## src/include/tcc_defines.svh

```systemverilog
// Functional notes
// RL1: Compare each value with count every tick.
// RL2: Match raises compare flag, may toggle pin.
// RL3: Write high byte to latch, low commits.
// RL4: One high-byte latch shared by every register.
// RL5: Capture count on pin event, comparator option.
// RL6: Capture value offered as counter top limit.
// RL7: Low-byte read latches high byte for later.
// RL8: Capture request needs mask bit 5, global.
// RL9: Compare-C request needs mask bit 3, global.
// RL10: Compare-B request needs mask bit 2, global.
// RL11: Compare-A request needs mask bit 1, global.
// RL12: Overflow request needs mask bit 0, global.
// RL13: Mask bits 7,6,4 read zero; reset zero.
`ifndef TCC_DEFINES_SVH
`define TCC_DEFINES_SVH

// ----------------------------------------
// Register indices (byte address = index * 4)
// ----------------------------------------
`define TCC_T1_BASE 10'h080
`define TCC_T3_BASE 10'h090
`define TCC_T4_BASE 10'h0a0
`define TCC_T5_BASE 10'h120
`define TCC_OFS_CAP_LO 10'h006
`define TCC_OFS_CAP_HI 10'h007
`define TCC_OFS_CMP_LO 10'h008
`define TCC_T1_MASK 10'h06f
`define TCC_T3_MASK 10'h071
`define TCC_T4_MASK 10'h072
`define TCC_T5_MASK 10'h073
`define TCC_FLAG_BASE 10'h040
`define TCC_CFG_BASE 10'h048

// ----------------------------------------
// Field positions
// ----------------------------------------
`define TCC_BIT_OVF 0
`define TCC_BIT_CMP_A 1
`define TCC_BIT_CMP_B 2
`define TCC_BIT_CMP_C 3
`define TCC_BIT_CAP 5
`define TCC_CFG_BIT_ACO 0
`define TCC_CFG_BIT_WAVE 1
`define TCC_EVT_WMASK 8'h2f

// ----------------------------------------
// Reset values
// ----------------------------------------
`define TCC_MASK_RST 8'h00
`define TCC_FLAG_RST 8'h00
`define TCC_CFG_RST 8'h00

`endif

```

## src/include/tcc_pkg.sv

```systemverilog
package tcc_pkg;

  // Capture synchroniser state
  typedef struct packed {
    logic [1:0] pin_s1;
    logic [1:0] pin_s2;
    logic prev;
    logic evt;
  } tcc_sync_s;

  // Compare unit state
  typedef struct packed {
    logic match;
  } tcc_cmp_s;

  // Per-timer interrupt requests
  typedef struct packed {
    logic capture;
    logic compare_c;
    logic compare_b;
    logic compare_a;
    logic overflow;
  } tcc_req_s;

  // Main block state
  typedef struct packed {
    logic [3:0][2:0][15:0] cmp;
    logic [3:0][15:0] cap;
    logic [3:0][7:0] mask;
    logic [3:0][7:0] flag;
    logic [3:0][7:0] cfg;
    logic [3:0][2:0] wave;
    logic [7:0] temp;
    logic [31:0] prdata;
    logic pslverr;
  } tcc_main_s;

endpackage

```

## src/core/tcc_cap_sync.sv

```systemverilog
`timescale 1ns/1ps
`default_nettype none
module tcc_cap_sync import tcc_pkg::*; (
  // Clock and reset
  input wire logic sys_clk,
  input wire logic rstn,
  // Event sources
  input wire logic capture_event_pin,
  input wire logic alt_source,
  input wire logic use_alt,
  // Qualified event
  output logic capture_event
);

  tcc_sync_s st;
  tcc_sync_s next_st;
  logic sel;

  // Only stage two is read; a source switch may look like one edge
  always_comb begin
    next_st = st;
    next_st.pin_s1 = {alt_source, capture_event_pin};
    next_st.pin_s2 = st.pin_s1;
    sel = use_alt ? st.pin_s2[1] : st.pin_s2[0];
    next_st.prev = sel;
    next_st.evt = sel & ~st.prev; // [RL5]
  end

  always_ff @(posedge sys_clk) begin
    if (!rstn) begin
      st <= '0;
    end else begin
      st <= next_st;
    end
  end

  assign capture_event = st.evt;

endmodule // tcc_cap_sync
`default_nettype wire

```

## src/core/tcc_cmp_unit.sv

```systemverilog
`timescale 1ns/1ps
`default_nettype none
module tcc_cmp_unit import tcc_pkg::*; (
  // Clock and reset
  input wire logic sys_clk,
  input wire logic rstn,
  // Counter side
  input wire logic [15:0] count_value,
  input wire logic count_tick,
  input wire logic [15:0] compare_value,
  // Match pulse
  output logic match
);

  tcc_cmp_s st;
  tcc_cmp_s next_st;

  always_comb begin
    next_st.match = count_tick & (count_value == compare_value); // [RL1]
  end

  always_ff @(posedge sys_clk) begin
    if (!rstn) begin
      st <= '0;
    end else begin
      st <= next_st;
    end
  end

  assign match = st.match;

endmodule // tcc_cmp_unit
`default_nettype wire

```

## src/core/tcc_timer_regs.sv

```systemverilog
`timescale 1ns/1ps
`default_nettype none
`include "tcc_defines.svh"
module tcc_timer_regs import tcc_pkg::*; (
  // Clock and reset
  input wire logic sys_clk,
  input wire logic rstn,
  // APB slave
  input wire logic psel,
  input wire logic penable,
  input wire logic pwrite,
  input wire logic [11:0] paddr,
  input wire logic [31:0] pwdata,
  output logic [31:0] prdata,
  output logic pready,
  output logic pslverr,
  // Counter core, timers 1, 3, 4, 5 at index 0..3
  input wire logic [3:0][15:0] count_value,
  input wire logic [3:0] count_tick,
  input wire logic [3:0] overflow_event,
  // Capture sources
  input wire logic [3:0] capture_event_pin,
  input wire logic comparator_out,
  // CPU global interrupt enable
  input wire logic global_irq_enable,
  // Waveform and top-limit outputs
  output logic [3:0][2:0] compare_wave_pin,
  output logic [3:0][15:0] capture_top,
  // Interrupts
  output tcc_req_s [3:0] irq_vector_req,
  output logic irq
);

  // ----------------------------------------
  // Address map tables
  // ----------------------------------------
  localparam logic [3:0][9:0] BASE_IDX = {`TCC_T5_BASE, `TCC_T4_BASE, `TCC_T3_BASE,
                                          `TCC_T1_BASE};
  localparam logic [3:0][9:0] MASK_IDX = {`TCC_T5_MASK, `TCC_T4_MASK, `TCC_T3_MASK,
                                          `TCC_T1_MASK};

  tcc_main_s st;
  tcc_main_s next_st;
  logic [3:0][2:0] cmp_match;
  logic [3:0] cap_evt;
  logic [9:0] idx;
  logic setup_phase;
  logic access_wr;
  logic [7:0] rd_byte;
  logic rd_hit;
  logic [7:0] rd_temp;
  logic rd_temp_load;
  logic wr_hit;
  logic [3:0][7:0] ev;
  logic [3:0][7:0] pend;

  assign idx = paddr[11:2];
  assign setup_phase = psel & ~penable;
  assign access_wr = psel & penable & pwrite;

  // ----------------------------------------
  // Compare units and capture synchronisers
  // ----------------------------------------
  genvar gt;
  genvar gc;
  generate
    for (gt = 0; gt < 4; gt++) begin : g_tmr
      for (gc = 0; gc < 3; gc++) begin : g_ch
        tcc_cmp_unit u_cmp (
          .sys_clk(sys_clk),
          .rstn(rstn),
          .count_value(count_value[gt]),
          .count_tick(count_tick[gt]),
          .compare_value(st.cmp[gt][gc]),
          .match(cmp_match[gt][gc])
        );
      end
      // Only timer 1 may take the comparator as its source
      tcc_cap_sync u_cap (
        .sys_clk(sys_clk),
        .rstn(rstn),
        .capture_event_pin(capture_event_pin[gt]),
        .alt_source((gt == 0) ? comparator_out : 1'b0),
        .use_alt((gt == 0) ? st.cfg[gt][`TCC_CFG_BIT_ACO] : 1'b0),
        .capture_event(cap_evt[gt])
      );
    end
  endgenerate

  // ----------------------------------------
  // Read decode, taken in the setup cycle
  // ----------------------------------------
  always_comb begin
    rd_byte = 8'h00;
    rd_hit = 1'b0;
    rd_temp = st.temp;
    rd_temp_load = 1'b0;
    for (int t = 0; t < 4; t++) begin
      if (idx == BASE_IDX[t] + `TCC_OFS_CAP_LO) begin
        rd_byte = st.cap[t][7:0];
        rd_temp = st.cap[t][15:8]; // [RL7]
        rd_temp_load = 1'b1;
        rd_hit = 1'b1;
      end else if (idx == BASE_IDX[t] + `TCC_OFS_CAP_HI) begin
        rd_byte = st.temp; // [RL7]
        rd_hit = 1'b1;
      end else if (idx == MASK_IDX[t]) begin
        rd_byte = st.mask[t] & `TCC_EVT_WMASK; // [RL13]
        rd_hit = 1'b1;
      end else if (idx == `TCC_FLAG_BASE + 10'(t)) begin
        rd_byte = st.flag[t];
        rd_hit = 1'b1;
      end else if (idx == `TCC_CFG_BASE + 10'(t)) begin
        rd_byte = st.cfg[t];
        rd_hit = 1'b1;
      end else begin
        for (int c = 0; c < 3; c++) begin
          if (idx == BASE_IDX[t] + `TCC_OFS_CMP_LO + 10'(2 * c)) begin
            rd_byte = st.cmp[t][c][7:0];
            rd_hit = 1'b1;
          end else if (idx == BASE_IDX[t] + `TCC_OFS_CMP_LO + 10'(2 * c + 1)) begin
            // Compare values read back directly, no latch involved
            rd_byte = st.cmp[t][c][15:8];
            rd_hit = 1'b1;
          end
        end
      end
    end
  end

  // ----------------------------------------
  // Write decode hit
  // ----------------------------------------
  always_comb begin
    wr_hit = 1'b0;
    for (int t = 0; t < 4; t++) begin
      if (idx == BASE_IDX[t] + `TCC_OFS_CAP_LO || idx == BASE_IDX[t] + `TCC_OFS_CAP_HI) begin
        wr_hit = 1'b1;
      end else if (idx == MASK_IDX[t] || idx == `TCC_FLAG_BASE + 10'(t)) begin
        wr_hit = 1'b1;
      end else if (idx == `TCC_CFG_BASE + 10'(t)) begin
        wr_hit = 1'b1;
      end else if (idx >= BASE_IDX[t] + `TCC_OFS_CMP_LO &&
                   idx < BASE_IDX[t] + `TCC_OFS_CMP_LO + 10'h006) begin
        wr_hit = 1'b1;
      end
    end
  end

  // ----------------------------------------
  // Event vector per timer, flag layout
  // ----------------------------------------
  always_comb begin
    for (int t = 0; t < 4; t++) begin
      ev[t] = 8'h00;
      ev[t][`TCC_BIT_CAP] = cap_evt[t];
      ev[t][`TCC_BIT_CMP_C] = cmp_match[t][2]; // [RL2]
      ev[t][`TCC_BIT_CMP_B] = cmp_match[t][1]; // [RL2]
      ev[t][`TCC_BIT_CMP_A] = cmp_match[t][0]; // [RL2]
      ev[t][`TCC_BIT_OVF] = overflow_event[t];
    end
  end

  // ----------------------------------------
  // Next state
  // ----------------------------------------
  always_comb begin
    next_st = st;

    // Read data and the latch load happen together so both bytes agree
    if (setup_phase) begin
      next_st.prdata = {24'h000000, rd_byte};
      next_st.pslverr = pwrite ? ~wr_hit : ~rd_hit;
      if (!pwrite && rd_temp_load) begin
        next_st.temp = rd_temp; // [RL4]
      end
    end

    if (access_wr) begin
      for (int t = 0; t < 4; t++) begin
        if (idx == BASE_IDX[t] + `TCC_OFS_CAP_HI) begin
          next_st.temp = pwdata[7:0]; // [RL3] [RL4]
        end else if (idx == BASE_IDX[t] + `TCC_OFS_CAP_LO) begin
          next_st.cap[t] = {st.temp, pwdata[7:0]};
        end else if (idx == MASK_IDX[t]) begin
          next_st.mask[t] = pwdata[7:0] & `TCC_EVT_WMASK; // [RL13]
        end else if (idx == `TCC_FLAG_BASE + 10'(t)) begin
          next_st.flag[t] = st.flag[t] & ~(pwdata[7:0] & `TCC_EVT_WMASK);
        end else if (idx == `TCC_CFG_BASE + 10'(t)) begin
          next_st.cfg[t] = pwdata[7:0];
        end else begin
          for (int c = 0; c < 3; c++) begin
            if (idx == BASE_IDX[t] + `TCC_OFS_CMP_LO + 10'(2 * c + 1)) begin
              next_st.temp = pwdata[7:0]; // [RL3] [RL4]
            end else if (idx == BASE_IDX[t] + `TCC_OFS_CMP_LO + 10'(2 * c)) begin
              next_st.cmp[t][c] = {st.temp, pwdata[7:0]}; // [RL3]
            end
          end
        end
      end
    end

    // Hardware events win over a same-cycle clear or write
    for (int t = 0; t < 4; t++) begin
      if (cap_evt[t]) begin
        next_st.cap[t] = count_value[t]; // [RL5]
      end
      next_st.flag[t] = next_st.flag[t] | ev[t];
      for (int c = 0; c < 3; c++) begin
        if (cmp_match[t][c] && st.cfg[t][`TCC_CFG_BIT_WAVE + c]) begin
          next_st.wave[t][c] = ~st.wave[t][c]; // [RL2]
        end
      end
    end
  end

  always_ff @(posedge sys_clk) begin
    if (!rstn) begin
      st <= '0;
      for (int t = 0; t < 4; t++) begin
        st.mask[t] <= `TCC_MASK_RST; // [RL13]
        st.flag[t] <= `TCC_FLAG_RST;
        st.cfg[t] <= `TCC_CFG_RST;
      end
    end else begin
      st <= next_st;
    end
  end

  // ----------------------------------------
  // Interrupt requests
  // ----------------------------------------
  always_comb begin
    for (int t = 0; t < 4; t++) begin
      pend[t] = st.flag[t] & st.mask[t];
      irq_vector_req[t].capture = global_irq_enable & pend[t][`TCC_BIT_CAP]; // [RL8]
      irq_vector_req[t].compare_c = global_irq_enable & pend[t][`TCC_BIT_CMP_C]; // [RL9]
      irq_vector_req[t].compare_b = global_irq_enable & pend[t][`TCC_BIT_CMP_B]; // [RL10]
      irq_vector_req[t].compare_a = global_irq_enable & pend[t][`TCC_BIT_CMP_A]; // [RL11]
      irq_vector_req[t].overflow = global_irq_enable & pend[t][`TCC_BIT_OVF]; // [RL12]
    end
  end

  assign irq = global_irq_enable & (|pend);

  // ----------------------------------------
  // Outputs
  // ----------------------------------------
  assign prdata = st.prdata;
  assign pslverr = st.pslverr;
  assign pready = 1'b1;
  assign compare_wave_pin = st.wave;
  assign capture_top = st.cap; // [RL6]

endmodule // tcc_timer_regs
`default_nettype wire

```

## config.mk

```make
export PLATFORM = sky130hd
export DESIGN_NAME = tcc_timer_regs
export DESIGN_NICKNAME = d
export VERILOG_FILES = /design/src/include/tcc_pkg.sv /design/src/core/tcc_cap_sync.sv /design/src/core/tcc_cmp_unit.sv /design/src/core/tcc_timer_regs.sv
export VERILOG_INCLUDE_DIRS = /design/src /design/src/include
export SDC_FILE = /design/constraint.sdc
export NUM_CORES = 1
export LEC_CHECK = 0
export BUFFER_PORTS_ARGS = -buffer_cell sky130_fd_sc_hd__buf_2
export CAP_MARGIN = 20
export CORE_ASPECT_RATIO = 1.4
export CORE_MARGIN = 2
export CORE_UTILIZATION = 37
export DETAILED_ROUTE_END_ITERATION = 12
export HOLD_SLACK_MARGIN = 0.05
export PLACE_DENSITY = 0.54
export SLEW_MARGIN = 20
export SYNTH_ARGS = -nofsm -noshare
export SYNTH_HDL_FRONTEND = slang
export SYNTH_SLANG_ARGS = --single-unit
```

## constraint.sdc

```tcl
create_clock -name sys_clk -period 4 [get_ports sys_clk]
set_input_delay 0.8 -clock sys_clk [delete_from_list [all_inputs] [get_ports sys_clk]]
set_output_delay 0.8 -clock sys_clk [all_outputs]
set_load 0.01 [all_outputs]
```

* After elaboration in Yosys (flattened, before gate mapping) *
Index checks and enable logic that the tools add are counted.

operators by class
  magnitude comparators = 8
  eq/ne operators = 60
  multiplexer cells = 210
  bitwise operators = 104
  reduce and logical (&&, ||, !) cells = 59

operators by type and width
  operator               number
  $mux W8                118
  $eq A10 B8 Y1 const B  24
  $eq A16 B16 Y1         12
  $mux W16               12
  $mux W160              1
  $eq A10 B7 Y1 const B  12
  $reduce_and A8 Y1      12
  $eq A10 B9 Y1 const B  8
  $mux W6                12
  $mux W1                66
  $not A1 Y1             51
  $mux W41               1
  $and A1 B1 Y1          40
  $and A8 B6 Y8          4
  $and A8 B8 Y8          4
  $or A8 B6 Y8           4
  $reduce_or A32 Y1      1
  $ge A10 B8 Y1 const B  3
  $lt A10 B8 Y1 const B  3
  $reduce_and A6 Y1      4
  $logic_and A1 B1 Y1    17
  $reduce_and A4 Y1      4
  $reduce_bool A2 Y1     8
  $reduce_and A3 Y1      4
  6 further kinds        16

storage, ports and cells
  bits in registers = 399
  output and inout bits = 131

* Depth between registers and ports, before layout *
  depth after elaboration = 81
  gate-level depth with buffers = 13
  gate-level depth less buffers = 8

* Cells and area by module *
Synthesis repeated with hierarchy kept, for this count alone.

unflattened totals
  cells, all modules = 2785
  area, all modules = 22895.7 um2

modules (own cells, without submodules)
  module          instances  cells an instance  area an instance (um2)  seq. area each (um2)
  tcc_timer_regs  1          2457               19752.7                 7146.9
  tcc_cmp_unit    12         23                 203.9                   20.0
  tcc_cap_sync    4          13                 173.9                   120.1

* Least setup slack after synthesis *
Ideal clock, no wire load.

  path kind = in2reg
  start = input paddr[9]
  end = register st, in the netlist prdata[3]
  arrival time = 2.889 ns
  slack = 0.991 ns
  stages = 9
  path buffers = 1
  cell sequence = or4b_1 > buf_4 > nor4_4 > nor2_1 > o21ai_2 > nor3_1 > a21boi_0 > or4_1 > o31a_1

between the ends
  cells in the longest elaborated chain, start to end = 45

ends and longest elaborated chain
  item                    RTL line               text
  start: declaration      tcc_timer_regs.sv:12   input wire logic [11:0] paddr,
  $eq A10 B8 Y1           tcc_timer_regs.sv:121  end else if (idx == BASE_IDX[t] + `TCC_OFS_CMP_LO + 10'(2 * c + 1)) begin
  $mux W8                 tcc_timer_regs.sv:121
  $mux W8                 tcc_timer_regs.sv:118  if (idx == BASE_IDX[t] + `TCC_OFS_CMP_LO + 10'(2 * c)) begin
  $mux W8                 tcc_timer_regs.sv:121
  $mux W8                 tcc_timer_regs.sv:118
  $mux W8                 tcc_timer_regs.sv:121
  $mux W8                 tcc_timer_regs.sv:118
  $mux W8                 tcc_timer_regs.sv:113  end else if (idx == `TCC_CFG_BASE + 10'(t)) begin
  [... 29 more ...]       n/a
  $mux W8                 tcc_timer_regs.sv:118
  $mux W8                 tcc_timer_regs.sv:121
  $mux W8                 tcc_timer_regs.sv:118
  $mux W8                 tcc_timer_regs.sv:113
  $mux W8                 tcc_timer_regs.sv:110  end else if (idx == `TCC_FLAG_BASE + 10'(t)) begin
  $mux W8                 tcc_timer_regs.sv:107  end else if (idx == MASK_IDX[t]) begin
  $mux W8                 tcc_timer_regs.sv:104  end else if (idx == BASE_IDX[t] + `TCC_OFS_CAP_HI) begin
  $mux W8 *               tcc_timer_regs.sv:99   if (idx == BASE_IDX[t] + `TCC_OFS_CAP_LO) begin
  end signal: assignment  tcc_timer_regs.sv:226  st <= next_st;
  end: declaration        tcc_timer_regs.sv:42   tcc_main_s st;

Every way passes the cells marked *; elsewhere a longest branch is shown, timed or not.
A chain may end at the register's enable or synchronous reset.

* Final worst setup path *
  start = input paddr[3]
  end = register st, in the netlist prdata[1]

Same word-level chain as after synthesis.

==> run summary <==
Max IR drop VDD - 0.293 mV
CTS buffer count - 43
Yosys reg bits - 387
mux share of post-synthesis cell area - 0.0891
Req. time, crit path - 4450 ps
DRT iter0 DRCs - 2,273
via/cell ratio - 6.08
Max stage delay on crit path - 790 ps
Port Buf Inserts - 206
Least-Margin Pin Slew - 1080 ps
die area - 0.0620 mm^2
Netlist Area Pre-Place - 0.0222 mm^2
aggregate global routing overflow - 0
global-route wire length before repair - 154,000 um
Pleak - 0.0105 uW
Die Wd - 211 um
CP bufs+invs - 4
status - completed
fin crit share - 0.879
Synth-to-Final Area Change - 14.7%
CTS tree - yes
initial antenna violation count - 4
number of flops mapped to enable cells by yosys - 0
vias post-DR - 21.4k
largest net degree at the start of global routing - 87
# rows - 106
register area - 0.00775 mm^2
htree depth - 2
CP Capture Type - flop
hold slack - 382 ps
CTS max path bufs - 3
Clock Latency Late Sink - 580 ps
commonest non-fill, non-tap cell in the layout - dfxtp_1
HP Class - flop to flop
Routed WL per cell - 31.5 um
cts hold-fix bufs - 0
Max-cap violations - 0
synthesized area per cell - 8.55 um^2
GRT Total Usage - 0.349
Final Worst Setup Slack - 483 ps
post-place setup slack - 121 ps
FF-to-FF setup slack - 1180 ps
Post-Synthesis Cells - 2,599
layout cells sized above 1 - 0.177
slew margin rel. - 0.282
die extent in y - 294 um
final slew viol count - 0
worst setup path class - input port to flop
simple-gate share of the synthesized area - 0.218
CP delay by family, top - compound AO/OA/AOI/OAI gates
top-level port count - 258
highest-count cells in the layout ignoring fill and taps - dfxtp_1 (384), nand2_1 (305), nor2b_1 (205), buf_2 (205), xor2_1 (192)
core area - 0.0595 mm^2
Finish-stage setup viols - 0
vias in the first global route - 20.7k
RSZ-0062 raised after global routing - no
fin cells - 3,515
Most used DFF post-synth - dfxtp_1
placer congestion estimate - 1.06
post-CTS setup buffers - 0
Post-layout nets - 2,852
FILL cells - 5,899
DPL Wire Length - 82,200 um
Root Buffer - clkbuf_16
final setup TNS - 0 ps
initial core utilization - 0.373
compound-gate portion of the synthesized area - 0.189
critical-path cell list - buf_2 -> buf_4 -> buf_4 -> mux2_2 -> a22oi_1 -> o221ai_1 -> a21oi_1 -> o21ai_0 -> and3_1 -> o311ai_0 -> buf_4 -> a31oi_1
CTS resizes - 0
count of cell types in the netlist - 85
First-pass DRT Iterations - 9
post-synthesis xor/xnor area fraction - 0.0804
# DRC - 0
Pwr Density - 360 mW/mm^2
synth warn - 0
ANT nets after route - 0
post-layout min period - 3520 ps
Final Hold Fails - 0
Crit path top cell by count - buf_4
CTS sink cnt - 387
Inst Count DP - 3,435
CP startpoint kind - input port
async set-reset flop share out of synthesis - 0
largest family of logic cells by synthesized area - simple AND/OR/NAND/NOR gates
clk slew on worst S/H paths - 70 ps
Total Wirelength - 111,000 um
critical path's slowest cell - o311ai_0
area taken by multi-input logic gates - 0.0130 mm^2
total power - 9180 uW
Post-Synth Adder-Cell Area - 0
clk_skew - 18.9 ps
Crit Path Max Fanout - 13
Critical Path AT - 3970 ps
Max Fclk - 0.284 GHz
post-synthesis sequential area ratio - 0.349
[Yosys cell counts (all sizes together) (34+ instances only)]
library cell,n,area (um^2)
a21boi,73,548
a21oi,113,566
a22oi,34,255
buf,159,1090
clkbuf,142,533
dfxtp,387,7750
mux2i,183,1830
nand2,306,1150
nand3,75,375
nor2,96,405
nor2b,205,1280
nor3,61,359
nor4,47,330
o211a,64,641
o211ai,78,586
o21ai,71,359
xor2,192,1680
[layout make-up]
class	instances	share of cell area
Antenna cell	1	0.0000983
Sequential cell	387	0.304
Multi-Input combinational cell	1925	0.509
Timing Repair Buffer	359	0.0866
Inverter	9	0.00133
Clock inverter	19	0.0121
Tap cell	756	0.0371
Clock buffer	59	0.0494
[through the flow]
step | instance area, um^2 | util
detailed placement | 23900 | 0.401
global route | 25500 | 0.428
floorplan | 22300 | -
finish | 25500 | 0.428
CTS | 25400 | 0.427
global placement | 23900 | 0.401
[worst paths after layout]
kind,from,depth (start not counted),to
max reg2reg,st[33],7,prdata[0]
min reg2reg,g_tmr[2].u_cap.st[1],1,g_tmr[2].u_cap.capture_event
max,paddr[3],12,prdata[1]
min,g_tmr[2].u_cap.st[1],1,g_tmr[2].u_cap.capture_event
[cell families after synthesis]
logic type / after synthesis
other: 2
muxes: 194
and+or+nand+nor: 919
DFF: 387
buffers and inverters: 310
xor gates and xnor gates: 204
AOI/OAI and AO/OA: 583
[worst reg2reg max path, delay by kind of cell, from the launching register on]
family             cells  cell delay (ps)
DFF                    1              530
AOI/OAI and AO/OA      6             2050
and+or+nand+nor        1              140
[state kept, by name, summed over array words and instances, names as in the netlist]
signal,flops
g_tmr.u_cap.next_st,5
g_tmr.u_cap.capture_event,4
capture_top,64
compare_wave_pin,12
st,272
pslverr,1
g_tmr.g_ch.u_cmp.match,12
prdata,8
g_tmr.u_cap.st,9
[layer usage]
metal | part of all wire | routed length (um) | vias up | GRT usage
met4 | 0.10 | 11600 | 4 | 0.303
li1 | - | - | 9393 | -
met5 | 0.00021 | 23 | - | 0
met1 | 0.36 | 39700 | 10360 | 0.396
met2 | 0.46 | 51000 | 1214 | 0.568
met3 | 0.076 | 8430 | 416 | 0.0577
[power by group]
group	internal, uW	switching (uW)	leakage (uW)
combinational	250	533	0.00659
clock	2720	1730	0.000769
sequential	3890	57.6	0.00313
(Power assumes the default switching activity.)
